$ cat config.mk
export PLATFORM = sky130hd
export DESIGN_NAME = hmsr_regs
export DESIGN_NICKNAME = d
export VERILOG_FILES = /design/src/hmsr_regs_note_unused.sv /design/src/hmsr_pkg.sv /design/src/hmsr_half_path.sv /design/src/hmsr_regs.sv
export SDC_FILE = /design/constraint.sdc
export NUM_CORES = 1
export LEC_CHECK = 0
export BUFFER_PORTS_ARGS = -buffer_cell sky130_fd_sc_hd__buf_2
export CORE_MARGIN = 2
export CORE_UTILIZATION = 51
export DETAILED_ROUTE_END_ITERATION = 8
export PLACE_DENSITY_LB_ADDON = 0.25
export SETUP_SLACK_MARGIN = 0.1
export SLEW_MARGIN = 20
export SYNTH_ARGS = -nofsm -noshare
export SYNTH_HDL_FRONTEND = slang
export SYNTH_SLANG_ARGS = --single-unit
$ cat constraint.sdc
create_clock -name sys_clk -period 15.4 [get_ports sys_clk]
set_input_delay 1.54 -clock sys_clk [delete_from_list [all_inputs] [get_ports sys_clk]]
set_output_delay 1.54 -clock sys_clk [all_outputs]
set_load 0.02 [all_outputs]
$ cat src/hmsr_regs_note_unused.sv
// Holds no logic: the register block is hmsr_regs with its hmsr_half_path.
// Assumes nothing of its surroundings; kept empty so no stray module elaborates.

$ cat src/hmsr_pkg.sv
// Shared constants and types for the host miscellaneous status registers.
// Assumes a single 100 MHz system clock and an SRAM-like host bus.
package hmsr_pkg;
	// Register byte offsets
	localparam logic [7:0] OFS_TIMER_CONFIG = 8'h8c;
	localparam logic [7:0] OFS_TIMER_COUNT = 8'h90;
	localparam logic [7:0] OFS_HALF_ORDER = 8'h98;
	localparam logic [7:0] OFS_TICK_COUNT = 8'h9c;
	localparam logic [7:0] OFS_DROP_COUNT = 8'ha0;
	localparam logic [7:0] OFS_MAC_CMD = 8'ha4;
	localparam logic [7:0] OFS_MAC_DATA = 8'ha8;

	// Field positions
	localparam int unsigned CMD_BUSY_BIT = 31;
	localparam int unsigned CMD_RNW_BIT = 30;
	localparam int unsigned TMR_EN_BIT = 29;
	localparam int unsigned DROP_MID_BIT = 31;

	// Reset and special values
	localparam logic [15:0] TIMER_RESET = 16'hffff;
	localparam logic [31:0] HALF_ORDER_RESET = 32'h00000000;
	localparam logic [31:0] HALF_ORDER_SWAP = 32'hffffffff;
	localparam logic [31:0] WORD_ZERO = 32'h00000000;
	localparam logic [15:0] HALF_ZERO = 16'h0000;
	localparam logic [7:0] MAC_ADDR_RESET = 8'h00;

	// Timing
	localparam int unsigned SYS_CLK_HZ = 100_000_000;
	localparam int unsigned TICK_HZ = 25_000_000;
	localparam int unsigned TICK_DIV = SYS_CLK_HZ / TICK_HZ;

	typedef struct packed {
		logic [7:0] addr;
		logic rnw;
		logic [31:0] wdata;
	} hmsr_mac_req_type;

	typedef struct packed {
		logic valid;
		logic [15:0] data;
	} hmsr_half_type;

	typedef struct packed {
		logic valid;
		logic [31:0] data;
	} hmsr_word_type;

	typedef enum logic [1:0] {
		MAC_IDLE,
		MAC_WAIT_ACK,
		MAC_WAIT_RELEASE
	} hmsr_mac_state_type;
endpackage : hmsr_pkg

$ cat src/hmsr_half_path.sv
// Half-word ordering between 32-bit data FIFO words and the 16-bit network side.
// Assumes the FIFO side holds tx words steady until taken.
`timescale 1ns/1ps
module hmsr_half_path (
	input wire logic sys_clk, // System clock
	input wire logic sys_rst, // Async reset, active high
	input wire hmsr_pkg::hmsr_word_type tx_word, // Word from transmit FIFO
	output logic tx_word_ready, // Word taken this cycle
	output hmsr_pkg::hmsr_half_type tx_half, // Half-word to network
	input wire logic tx_half_ready, // Network takes half-word
	input wire hmsr_pkg::hmsr_half_type rx_half, // Half-word from network
	output hmsr_pkg::hmsr_word_type rx_word // Packed word to receive FIFO
);
	logic tx_hi_pend_q;
	logic [15:0] tx_hi_q;
	hmsr_pkg::hmsr_half_type tx_out_q;
	logic tx_free;
	logic rx_have_lo_q;
	logic [15:0] rx_lo_q;
	hmsr_pkg::hmsr_word_type rx_word_q;

	assign tx_free = !tx_out_q.valid || tx_half_ready;
	assign tx_word_ready = tx_word.valid && !tx_hi_pend_q && tx_free;
	assign tx_half = tx_out_q;
	assign rx_word = rx_word_q;

	always_ff @(posedge sys_clk or posedge sys_rst) begin
		if (sys_rst) begin
			tx_out_q <= '0;
			tx_hi_q <= hmsr_pkg::HALF_ZERO;
			tx_hi_pend_q <= 1'b0;
		end else if (tx_free) begin
			if (tx_word_ready) begin
				tx_out_q <= {1'b1, tx_word.data[15:0]};
				tx_hi_q <= tx_word.data[31:16];
				tx_hi_pend_q <= 1'b1;
			end else if (tx_hi_pend_q) begin
				tx_out_q <= {1'b1, tx_hi_q};
				tx_hi_pend_q <= 1'b0;
			end else begin
				tx_out_q.valid <= 1'b0;
			end
		end
	end

	always_ff @(posedge sys_clk or posedge sys_rst) begin
		if (sys_rst) begin
			rx_lo_q <= hmsr_pkg::HALF_ZERO;
			rx_have_lo_q <= 1'b0;
			rx_word_q <= '0;
		end else begin
			rx_word_q.valid <= 1'b0;
			if (rx_half.valid && !rx_have_lo_q) begin
				rx_lo_q <= rx_half.data;
				rx_have_lo_q <= 1'b1;
			end else if (rx_half.valid) begin
				rx_word_q <= {1'b1, rx_half.data, rx_lo_q};
				rx_have_lo_q <= 1'b0;
			end
		end
	end
endmodule : hmsr_half_path

$ cat src/hmsr_regs.sv
// Host miscellaneous status registers: timer, half-word order, tick counter,
// dropped-frame counter and indirect MAC register access.
// Assumes host bus strobes synchronous to sys_clk; MAC side answers with a level ack.
`timescale 1ns/1ps
module hmsr_regs #(
	parameter int unsigned TIMER_TICK_CYCLES = 10000 // Cycles per timer decrement
) (
	input wire logic sys_clk, // System clock, 100 MHz
	input wire logic sys_rst, // Async reset, active high
	input wire logic bus_16bit, // Host bus is 16 bits wide
	input wire logic host_cs_n, // Chip select, active low
	input wire logic host_rd_n, // Read strobe, active low
	input wire logic host_wr_n, // Write strobe, active low
	input wire logic [7:1] host_addr, // Host address
	input wire logic [31:0] host_din, // Host data in
	output logic [31:0] host_dout, // Host read data
	output logic host_dout_oe, // Host data driven
	input wire logic rx_frame_dropped, // Pulse per discarded frame
	output logic drop_midpoint_event, // Pulse on count midpoint
	output logic mac_req, // Indirect access request
	output hmsr_pkg::hmsr_mac_req_type mac_cmd, // Indirect access details
	input wire logic mac_ack, // Indirect access acknowledge
	input wire logic [31:0] mac_rdata, // MAC register read value
	input wire hmsr_pkg::hmsr_word_type tx_word, // Transmit FIFO word
	output logic tx_word_ready, // Transmit word taken
	output hmsr_pkg::hmsr_half_type tx_half, // Half-word to network
	input wire logic tx_half_ready, // Network takes half-word
	input wire hmsr_pkg::hmsr_half_type rx_half, // Half-word from network
	output hmsr_pkg::hmsr_word_type rx_word // Word to receive FIFO
);
	localparam int unsigned TDW = $clog2(TIMER_TICK_CYCLES + 1);
	localparam int unsigned FDW = $clog2(hmsr_pkg::TICK_DIV + 1);
	localparam logic [TDW-1:0] TICK_LAST = TDW'(TIMER_TICK_CYCLES - 1);
	localparam logic [FDW-1:0] FR_LAST = FDW'(hmsr_pkg::TICK_DIV - 1);

	logic rd_prev_q;
	logic wr_prev_q;
	logic rd_start;
	logic wr_start;
	logic [7:0] word_addr;
	logic hi_sel;
	logic wr_hi;
	logic wr_lo;
	logic [31:0] wdata;
	logic [31:0] live_rdata;
	logic [31:0] rsel;
	logic snap_reg;
	logic snap_first;
	logic [31:0] snap_q;
	logic snap_vld_q;
	logic [7:0] snap_addr_q;
	logic [31:0] host_dout_q;
	logic tmr_en_q;
	logic [15:0] tmr_load_q;
	logic [15:0] tmr_count_q;
	logic [TDW-1:0] tmr_div_q;
	logic [FDW-1:0] fr_div_q;
	logic [31:0] tick_count_value_q;
	logic [31:0] half_order_q;
	logic [31:0] dropped_frame_tally_q;
	logic drop_clear;
	logic drop_event_q;
	hmsr_pkg::hmsr_mac_state_type mac_state_q;
	logic mac_req_q;
	logic access_pending;
	logic read_not_write_q;
	logic [7:0] mac_addr_q;
	logic [31:0] mac_indirect_data_q;
	logic cmd_wr;
	logic data_wr;
	logic cfg_wr;

	function automatic logic [31:0] merge(input logic [31:0] old, input logic [31:0] nv,
		input logic hi, input logic lo);
		merge = {hi ? nv[31:16] : old[31:16], lo ? nv[15:0] : old[15:0]};
	endfunction : merge

	// Host strobes act once, on their assertion edge
	assign rd_start = !host_cs_n && !host_rd_n && !rd_prev_q;
	assign wr_start = !host_cs_n && !host_wr_n && !wr_prev_q;
	assign word_addr = {host_addr[7:2], 2'b00};

	assign hi_sel = bus_16bit && (host_addr[1] ^ (half_order_q == hmsr_pkg::HALF_ORDER_SWAP));
	assign wr_hi = !bus_16bit || hi_sel;
	assign wr_lo = !bus_16bit || !hi_sel;
	assign wdata = bus_16bit ? {host_din[15:0], host_din[15:0]} : host_din;

	assign access_pending = mac_state_q != hmsr_pkg::MAC_IDLE;
	assign cfg_wr = wr_start && word_addr == hmsr_pkg::OFS_TIMER_CONFIG;
	assign cmd_wr = wr_start && word_addr == hmsr_pkg::OFS_MAC_CMD && !access_pending;
	assign data_wr = wr_start && word_addr == hmsr_pkg::OFS_MAC_DATA && !access_pending;

	always_ff @(posedge sys_clk or posedge sys_rst) begin
		if (sys_rst) begin
			rd_prev_q <= 1'b0;
			wr_prev_q <= 1'b0;
		end else begin
			rd_prev_q <= !host_cs_n && !host_rd_n;
			wr_prev_q <= !host_cs_n && !host_wr_n;
		end
	end

	// Read decode
	always_comb begin
		live_rdata = hmsr_pkg::WORD_ZERO;
		if (word_addr == hmsr_pkg::OFS_TIMER_CONFIG) begin
			live_rdata[hmsr_pkg::TMR_EN_BIT] = tmr_en_q;
			live_rdata[15:0] = tmr_load_q;
		end else if (word_addr == hmsr_pkg::OFS_TIMER_COUNT) begin
			live_rdata[15:0] = tmr_count_q;
		end else if (word_addr == hmsr_pkg::OFS_HALF_ORDER) begin
			live_rdata = half_order_q;
		end else if (word_addr == hmsr_pkg::OFS_TICK_COUNT) begin
			live_rdata = tick_count_value_q;
		end else if (word_addr == hmsr_pkg::OFS_DROP_COUNT) begin
			live_rdata = dropped_frame_tally_q;
		end else if (word_addr == hmsr_pkg::OFS_MAC_CMD) begin
			live_rdata[hmsr_pkg::CMD_BUSY_BIT] = access_pending;
			live_rdata[hmsr_pkg::CMD_RNW_BIT] = read_not_write_q;
			live_rdata[7:0] = mac_addr_q;
		end else if (word_addr == hmsr_pkg::OFS_MAC_DATA) begin
			live_rdata = mac_indirect_data_q;
		end
	end

	assign snap_reg = word_addr == hmsr_pkg::OFS_TICK_COUNT
		|| word_addr == hmsr_pkg::OFS_DROP_COUNT;
	assign snap_first = !(snap_vld_q && snap_addr_q == word_addr);
	assign rsel = (bus_16bit && snap_reg && !snap_first) ? snap_q : live_rdata;

	always_ff @(posedge sys_clk or posedge sys_rst) begin
		if (sys_rst) begin
			snap_q <= hmsr_pkg::WORD_ZERO;
			snap_vld_q <= 1'b0;
			snap_addr_q <= hmsr_pkg::MAC_ADDR_RESET;
		end else if (rd_start && bus_16bit && snap_reg) begin
			snap_q <= live_rdata;
			snap_addr_q <= word_addr;
			snap_vld_q <= snap_first;
		end
	end

	always_ff @(posedge sys_clk or posedge sys_rst) begin
		if (sys_rst) begin
			host_dout_q <= hmsr_pkg::WORD_ZERO;
		end else if (rd_start) begin
			host_dout_q <= !bus_16bit ? rsel
				: {hmsr_pkg::HALF_ZERO, hi_sel ? rsel[31:16] : rsel[15:0]};
		end
	end

	assign host_dout = host_dout_q;
	assign host_dout_oe = !host_cs_n && !host_rd_n;

	always_ff @(posedge sys_clk or posedge sys_rst) begin
		if (sys_rst) begin
			half_order_q <= hmsr_pkg::HALF_ORDER_RESET;
		end else if (wr_start && word_addr == hmsr_pkg::OFS_HALF_ORDER) begin
			half_order_q <= merge(half_order_q, wdata, wr_hi, wr_lo);
		end
	end

	// Timer configuration
	always_ff @(posedge sys_clk or posedge sys_rst) begin
		if (sys_rst) begin
			tmr_en_q <= 1'b0;
			tmr_load_q <= hmsr_pkg::TIMER_RESET;
		end else if (cfg_wr) begin
			if (wr_hi) begin
				tmr_en_q <= wdata[hmsr_pkg::TMR_EN_BIT];
			end
			if (wr_hi && tmr_en_q && !wdata[hmsr_pkg::TMR_EN_BIT]) begin
				tmr_load_q <= hmsr_pkg::TIMER_RESET;
			end else if (wr_lo) begin
				tmr_load_q <= wdata[15:0];
			end
		end
	end

	always_ff @(posedge sys_clk or posedge sys_rst) begin
		if (sys_rst) begin
			tmr_count_q <= hmsr_pkg::TIMER_RESET;
			tmr_div_q <= '0;
		end else if (!tmr_en_q) begin
			tmr_div_q <= '0;
			if (cfg_wr && wr_hi && wdata[hmsr_pkg::TMR_EN_BIT]) begin
				tmr_count_q <= cfg_wr && wr_lo ? wdata[15:0] : tmr_load_q;
			end
		end else if (tmr_div_q == TICK_LAST) begin
			tmr_div_q <= '0;
			tmr_count_q <= tmr_count_q == hmsr_pkg::HALF_ZERO ? tmr_load_q
				: tmr_count_q - 16'h0001;
		end else begin
			tmr_div_q <= tmr_div_q + TDW'(1);
		end
	end

	always_ff @(posedge sys_clk or posedge sys_rst) begin
		if (sys_rst) begin
			fr_div_q <= '0;
			tick_count_value_q <= hmsr_pkg::WORD_ZERO;
		end else if (fr_div_q == FR_LAST) begin
			fr_div_q <= '0;
			tick_count_value_q <= tick_count_value_q + 32'h00000001;
		end else begin
			fr_div_q <= fr_div_q + FDW'(1);
		end
	end

	assign drop_clear = rd_start && word_addr == hmsr_pkg::OFS_DROP_COUNT
		&& (!bus_16bit || snap_first);

	always_ff @(posedge sys_clk or posedge sys_rst) begin
		if (sys_rst) begin
			dropped_frame_tally_q <= hmsr_pkg::WORD_ZERO;
		end else if (drop_clear) begin
			// A drop in the clearing cycle is kept
			dropped_frame_tally_q <= {31'h00000000, rx_frame_dropped};
		end else if (rx_frame_dropped) begin
			dropped_frame_tally_q <= dropped_frame_tally_q + 32'h00000001;
		end
	end

	always_ff @(posedge sys_clk or posedge sys_rst) begin
		if (sys_rst) begin
			drop_event_q <= 1'b0;
		end else begin
			drop_event_q <= rx_frame_dropped && !drop_clear
				&& !dropped_frame_tally_q[hmsr_pkg::DROP_MID_BIT]
				&& (&dropped_frame_tally_q[hmsr_pkg::DROP_MID_BIT-1:0]);
		end
	end

	assign drop_midpoint_event = drop_event_q;

	always_ff @(posedge sys_clk or posedge sys_rst) begin
		if (sys_rst) begin
			read_not_write_q <= 1'b0;
			mac_addr_q <= hmsr_pkg::MAC_ADDR_RESET;
		end else if (cmd_wr) begin
			if (wr_hi) begin
				read_not_write_q <= wdata[hmsr_pkg::CMD_RNW_BIT];
			end
			if (wr_lo) begin
				mac_addr_q <= wdata[7:0];
			end
		end
	end

	always_ff @(posedge sys_clk or posedge sys_rst) begin
		if (sys_rst) begin
			mac_indirect_data_q <= hmsr_pkg::WORD_ZERO;
		end else if (mac_state_q == hmsr_pkg::MAC_WAIT_ACK && mac_ack && read_not_write_q) begin
			mac_indirect_data_q <= mac_rdata;
		end else if (data_wr) begin
			mac_indirect_data_q <= merge(mac_indirect_data_q, wdata, wr_hi, wr_lo);
		end
	end

	always_ff @(posedge sys_clk or posedge sys_rst) begin
		if (sys_rst) begin
			mac_state_q <= hmsr_pkg::MAC_IDLE;
			mac_req_q <= 1'b0;
		end else begin
			case (mac_state_q)
				hmsr_pkg::MAC_IDLE: begin
					if (cmd_wr && wr_hi && wdata[hmsr_pkg::CMD_BUSY_BIT]) begin
						mac_req_q <= 1'b1;
						mac_state_q <= hmsr_pkg::MAC_WAIT_ACK;
					end
				end
				hmsr_pkg::MAC_WAIT_ACK: begin
					if (mac_ack) begin
						mac_req_q <= 1'b0;
						mac_state_q <= hmsr_pkg::MAC_WAIT_RELEASE;
					end
				end
				hmsr_pkg::MAC_WAIT_RELEASE: begin
					if (!mac_ack) begin
						mac_state_q <= hmsr_pkg::MAC_IDLE;
					end
				end
				default: begin
					mac_state_q <= hmsr_pkg::MAC_IDLE;
				end
			endcase
		end
	end

	assign mac_req = mac_req_q;
	assign mac_cmd = '{addr: mac_addr_q, rnw: read_not_write_q, wdata: mac_indirect_data_q};

	hmsr_half_path u_half_path (
		.sys_clk(sys_clk),
		.sys_rst(sys_rst),
		.tx_word(tx_word),
		.tx_word_ready(tx_word_ready),
		.tx_half(tx_half),
		.tx_half_ready(tx_half_ready),
		.rx_half(rx_half),
		.rx_word(rx_word)
	);
endmodule : hmsr_regs

## Word-level counts from Yosys, hierarchy flattened

Index checks and enable logic that the tools add are counted.

| word-level totals | value |
|---|---|
| flip-flop bits (word level) | 348 |
| logic and storage cells | 181 |
| output and inout port bits | 127 |

| operators by class | value |
|---|---|
| multiplexer cells | 47 |
| reductions and logical operators | 80 |
| add/subtract/negate cells | 5 |
| bitwise logic cells | 2 |
| equal/unequal tests | 17 |

Operators by type and width:

| kind | number |
|---|---|
| 2-to-1 mux 32 bit | 11 |
| 2-to-1 mux 16 bit | 13 |
| 2-to-1 mux 33 bit | 2 |
| adder 32 x 1 -> 32 bit (second input constant) | 2 |
| == test 6 bit (second input constant) | 7 |
| logical AND 1 bit | 33 |
| == test 32 bit (second input constant) | 1 |
| AND reduction 31 bit | 1 |
| 2-to-1 mux 14 bit | 2 |
| AND reduction 2 bit | 12 |
| 2-to-1 mux 22 bit | 1 |
| nonzero test 2 bit | 10 |
| 2-to-1 mux 17 bit | 1 |
| zero test 16 bit | 1 |
| subtractor 16 x 1 -> 16 bit (second input constant) | 1 |
| zero test 1 bit | 15 |
| adder 14 x 1 -> 14 bit (second input constant) | 1 |
| == test 14 bit (second input constant) | 1 |
| 2-to-1 mux 13 bit | 1 |
| 2-to-1 mux 2 bit | 5 |
| 2-to-1 mux 8 bit | 1 |
| 2-to-1 mux 1 bit | 7 |
| == test 6 bit | 1 |
| != test 2 bit (second input constant) | 3 |
| 13 further kinds | 18 |

## Logic depth before layout (Yosys ltp)

| depth | value |
|---|---|
| depth after elaboration | 11 |
| mapped depth | 9 |
| depth with buffers taken out | 8 |

## By module

From an unflattened synthesis, not the netlist that was laid out.

| unflattened totals | value |
|---|---|
| cell total of the unflattened synthesis | 1659 |
| area total of the unflattened synthesis | 17415.5 µm² |

Modules (own cells, without submodules):

| module | cells an instance | instances | area each (µm²) |
|---|---|---|---|
| hmsr_regs | 1448 | 1 | 14103.5 |
| hmsr_half_path | 211 | 1 | 3311.9 |

## Least setup slack after synthesis

Ideal clock, no wire load.

| timing | value |
|---|---|
| path type | input -> output |
| start | input port tx_half_ready |
| end | output port tx_word_ready |
| slack | 11.488 ns |
| required time | 13.860 ns |
| data arrival time | 2.372 ns |
| stages on the path | 5 |
| cells stage by stage | nor2b_1 nor2_1 nand2_1 inv_1 buf_1 |

| on the way | value |
|---|---|
| longest elaborated chain between the ends | 2 |

RTL lines:

| element | RTL line | RTL |
|---|---|---|
| from (decl) | hmsr_regs.sv:27 | `input wire logic tx_half_ready,` |
| logical OR 1 bit | hmsr_half_path.sv:22 | `assign tx_free = !tx_out_q.valid \|\| tx_half_ready;` |
| logical AND 1 bit | hmsr_half_path.sv:23 | `assign tx_word_ready = tx_word.valid && !tx_hi_pend_q && tx_free;` |
| to (decl) | hmsr_regs.sv:25 | `output logic tx_word_ready,` |

No other way between the ends.

## Final worst setup path

Same ends and word-level chain as after synthesis.

==> run metrics <==
status completed; Setup Skew 0.02246 ns; ys flop type dfrtp_1; Max-slew headroom 26.64%; Die Area 0.03469 sq mm; DR iter-0 viols 1128; period utilization 31.87%; DR pass1 iterations 6; Clock Tree Buf Depth 3; via/cell ratio 6.001; maximum vdd drop 0.0001339 V; vias in the first global route 13390; count leader, synth dfrtp_1; fmax 203.7 MHz; Core Rows 66; Reg area 0.008748 sq mm; Critical Path Start tx_half_ready; reg-to-reg startpoint half_order_q[2]$_DFFE_PP0P_; sequential share of power 45.5%; final setup fails 0; HP Start fr_div_q[0]$_DFF_PP0_; Worst EP required 13.86 ns; post_cts resized 0; hold_ws 0.4524 ns; Top Ports 257; die width 186.2 um; core footprint 0.03262 sq mm; final worst slack 10.49 ns; clk sink count 348; Hold Buf Count CTS 0; remaining antenna violation count 0; Max H-tree Level 2; cell count after synthesis 1642; count of final max-slew check failures 0; Netlist cell types 74; GRT overflow 0; # fillers 2694; Clk Tree Root Cell clkbuf_16; Min Clock Period, post-route 4.908 ns; flop-to-flop setup slack 11.87 ns; Avg Inst Size Synth 10.32 sq um; MaxCap Viol Count 0; CTS tree done; Gate power share 19.1%; TNS Setup 0 ns; latest clock arrival within the worst-skew pair 0.53 ns; main area contributors after synthesis dfrtp_1, mux2_2, dfstp_2, nand2_1, mux2i_1; nature of the critical path endpoint primary output; slew at the pin with the worst max-slew slack 1.093 ns; delay-heaviest family, CP buffers and inverters; Worst path max stage delay 0.57 ns; multi-input logic area 0.007772 sq mm; post-CTS setup buffers 0; Area Overhead vs Synth 17.14%; worst-path fanout max 33; crit path buf inv count 3; flops & latches, synth 348; Synth area leader dfrtp_1; crit start category primary input; layout cells sized above 1 26.39%; critical path cell sequence buf_2, nor2b_1, nor2_1, nand2_1, inv_1, buf_2; first-pass GRT wire length 77250 um; dpl ws 10.55 ns; routed wire length 50830 um; nets@finish 2000; antenna violations before repair 7; initial core utilization 51.93%; LEAKAGE 9.172 nW; synth cell count leaders dfrtp_1, nand2_1, nor2_1, mux2_2, nand3_1; Min-Delay Path Class reg -> reg; detailed placement HPWL 36160 um; TritonCTS buffer count 38; largest net degree at the start of global routing 187; worst path arrival time 3.37 ns; Sw Share 29.67%; Area after DPL 0.01862 sq mm; Syn Std Cell Area 0.01694 sq mm; Syn Nets 1778; vias 14010; Seq/Total Area, Yosys 51.65%; EDFF count, synth 0; Clk pwr share 35.4%; Yosys warning total 0; Int Power 0.001795 W; Hold Vio Cnt, Final 0; P_sw 0.0007574 W; count of input and output buffers 256; FFs w/ async S/R, synth 100.0%; Clk pin slew, worst setup/hold paths 0.06 ns; crit path kind in -> out; Critical-path top delay cell inv_1; wire per inst 21.78 um; top cell type's share of synthesized area 46.68%; PwrDens 128.7 mW/mm^2; GRT Overall Usage 29.28%; die extent in y 186.2 um; drc violations 0; unrepaired setup endpoints after global routing false; CP most frequent cell buf_2; post-route cell area 0.01984 sq mm; routability cong. 0.9154
## routing by layer
| metal | vias up | wire length (um) | global-route usage [%] |
|---|---|---|---|
| li1 | 6324 | - | - |
| met1 | 6820 | 21280 | 40.07 |
| met2 | 696 | 22430 | 44.58 |
| met3 | 155 | 4564 | 6.815 |
| met4 | 12 | 2470 | 13.26 |
| met5 | - | 74 | 0 |
## area by class of cell
| type | count | share of cell area, % |
|---|---|---|
| Timing Repair Buffer | 279 | 7.428 |
| Sequential cell | 348 | 44.09 |
| Inverter | 21 | 0.4351 |
| Clock buffer | 59 | 5.448 |
| Antenna cell | 1 | 0.01261 |
| Clock inverter | 8 | 0.6243 |
| Tap cell | 442 | 2.787 |
| Multi-Input combinational cell | 1176 | 39.17 |
## per-stage QoR
step / power, W / instances / utilization, %
after floorplan: 0.001483 / 1642 / -
after global placement: 0.001642 / 2265 / 57.03
after detailed placement: 0.001663 / 2266 / 57.08
after CTS: 0.002565 / 2333 / 60.77
after global routing: 0.002661 / 2334 / 60.83
final: 0.002553 / 2334 / 60.83
## sequential cells by signal (all words and copies together), names as in the netlist, 8 cells and up
register and count:
u_half_path.tx_half 17, tmr_div_q 14, dropped_frame_tally_q 32, tick_count_value_q 32, tmr_count_q 16, mac_indirect_data_q 32, mac_addr_q 8, u_half_path.rx_word 33
snap_q 32, u_half_path.rx_lo_q 16, half_order_q 32, tmr_load_q 16, u_half_path.tx_hi_q 16, host_dout 32
## cells in the final DEF (no fill, tap or decap), types with 7 or more instances in the layout
master       n
nor3_1      25
mux2_2     112
and3_1      28
a211oi_1     7
xor2_1      39
a21oi_1     31
a211o_1      7
dfrtp_1    316
a21o_1       7
nor2_1     147
buf_2      256
a31oi_1     22
or3_1        9
dfstp_2     32
mux2i_1     60
buf_4       21
nand2b_1    17
nand4_1     42
o221ai_1     9
a22oi_1     27
a221o_1      9
mux2_1      13
o211ai_1    15
and2_1       8
nor2b_1     12
and4_1       8
nand2_1    199
a21boi_0    10
xnor2_1     46
clkbuf_16   39
o21ai_0     68
o21ai_1     20
clkbuf_1    17
nor4_1      12
nand3_1     80
inv_1       20
## worst reg2reg max path, stage by stage (launching register included)
cell and delay [ns]:
dfrtp_1 0.45, nand4_1 0.23, nor4_1 0.86, a21oi_1 0.36
o21ai_1 0.89, nor3_1 0.28, a221o_1 0.33
## cell families after synthesis
family / count (synthesis) / synth area share [%]
AND/OR/NAND/NOR: 622 / 17.75
flip-flops: 348 / 51.65
AO/OA/AOI/OAI: 278 / 11.02
multiplexers: 185 / 11.86
buffers and inverters: 118 / 2.888
XOR/XNOR: 85 / 4.395
adder cells (fa/ha/maj): 6 / 0.4432
## final timing paths
| kind | to | cells after the start |
|---|---|---|
| max in group asynchronous | snap_q[15]$_DFFE_PP0P_ | 4 |
| min in group asynchronous | u_half_path.rx_lo_q[6]$_DFFE_PP0P_ | 2 |
| worst max register to register | host_dout[6]$_DFFE_PP0P_ | 6 |
| worst min register to register | fr_div_q[0]$_DFF_PP0_ | 1 |
| worst max-delay path | tx_word_ready | 6 |
| worst min-delay path | fr_div_q[0]$_DFF_PP0_ | 1 |
## power by group through the flow
stage / logic [W] / clock network, W / registers, W
floorplan: 0.000256 / 0 / 0.00123
global placement: 0.000475 / 0 / 0.00117
detailed placement: 0.000488 / 0 / 0.00118
CTS: 0.000491 / 0.000913 / 0.00116
global route: 0.000532 / 0.000950 / 0.00118
finish: 0.000488 / 0.000903 / 0.00116
(Power assumes the default switching activity.)
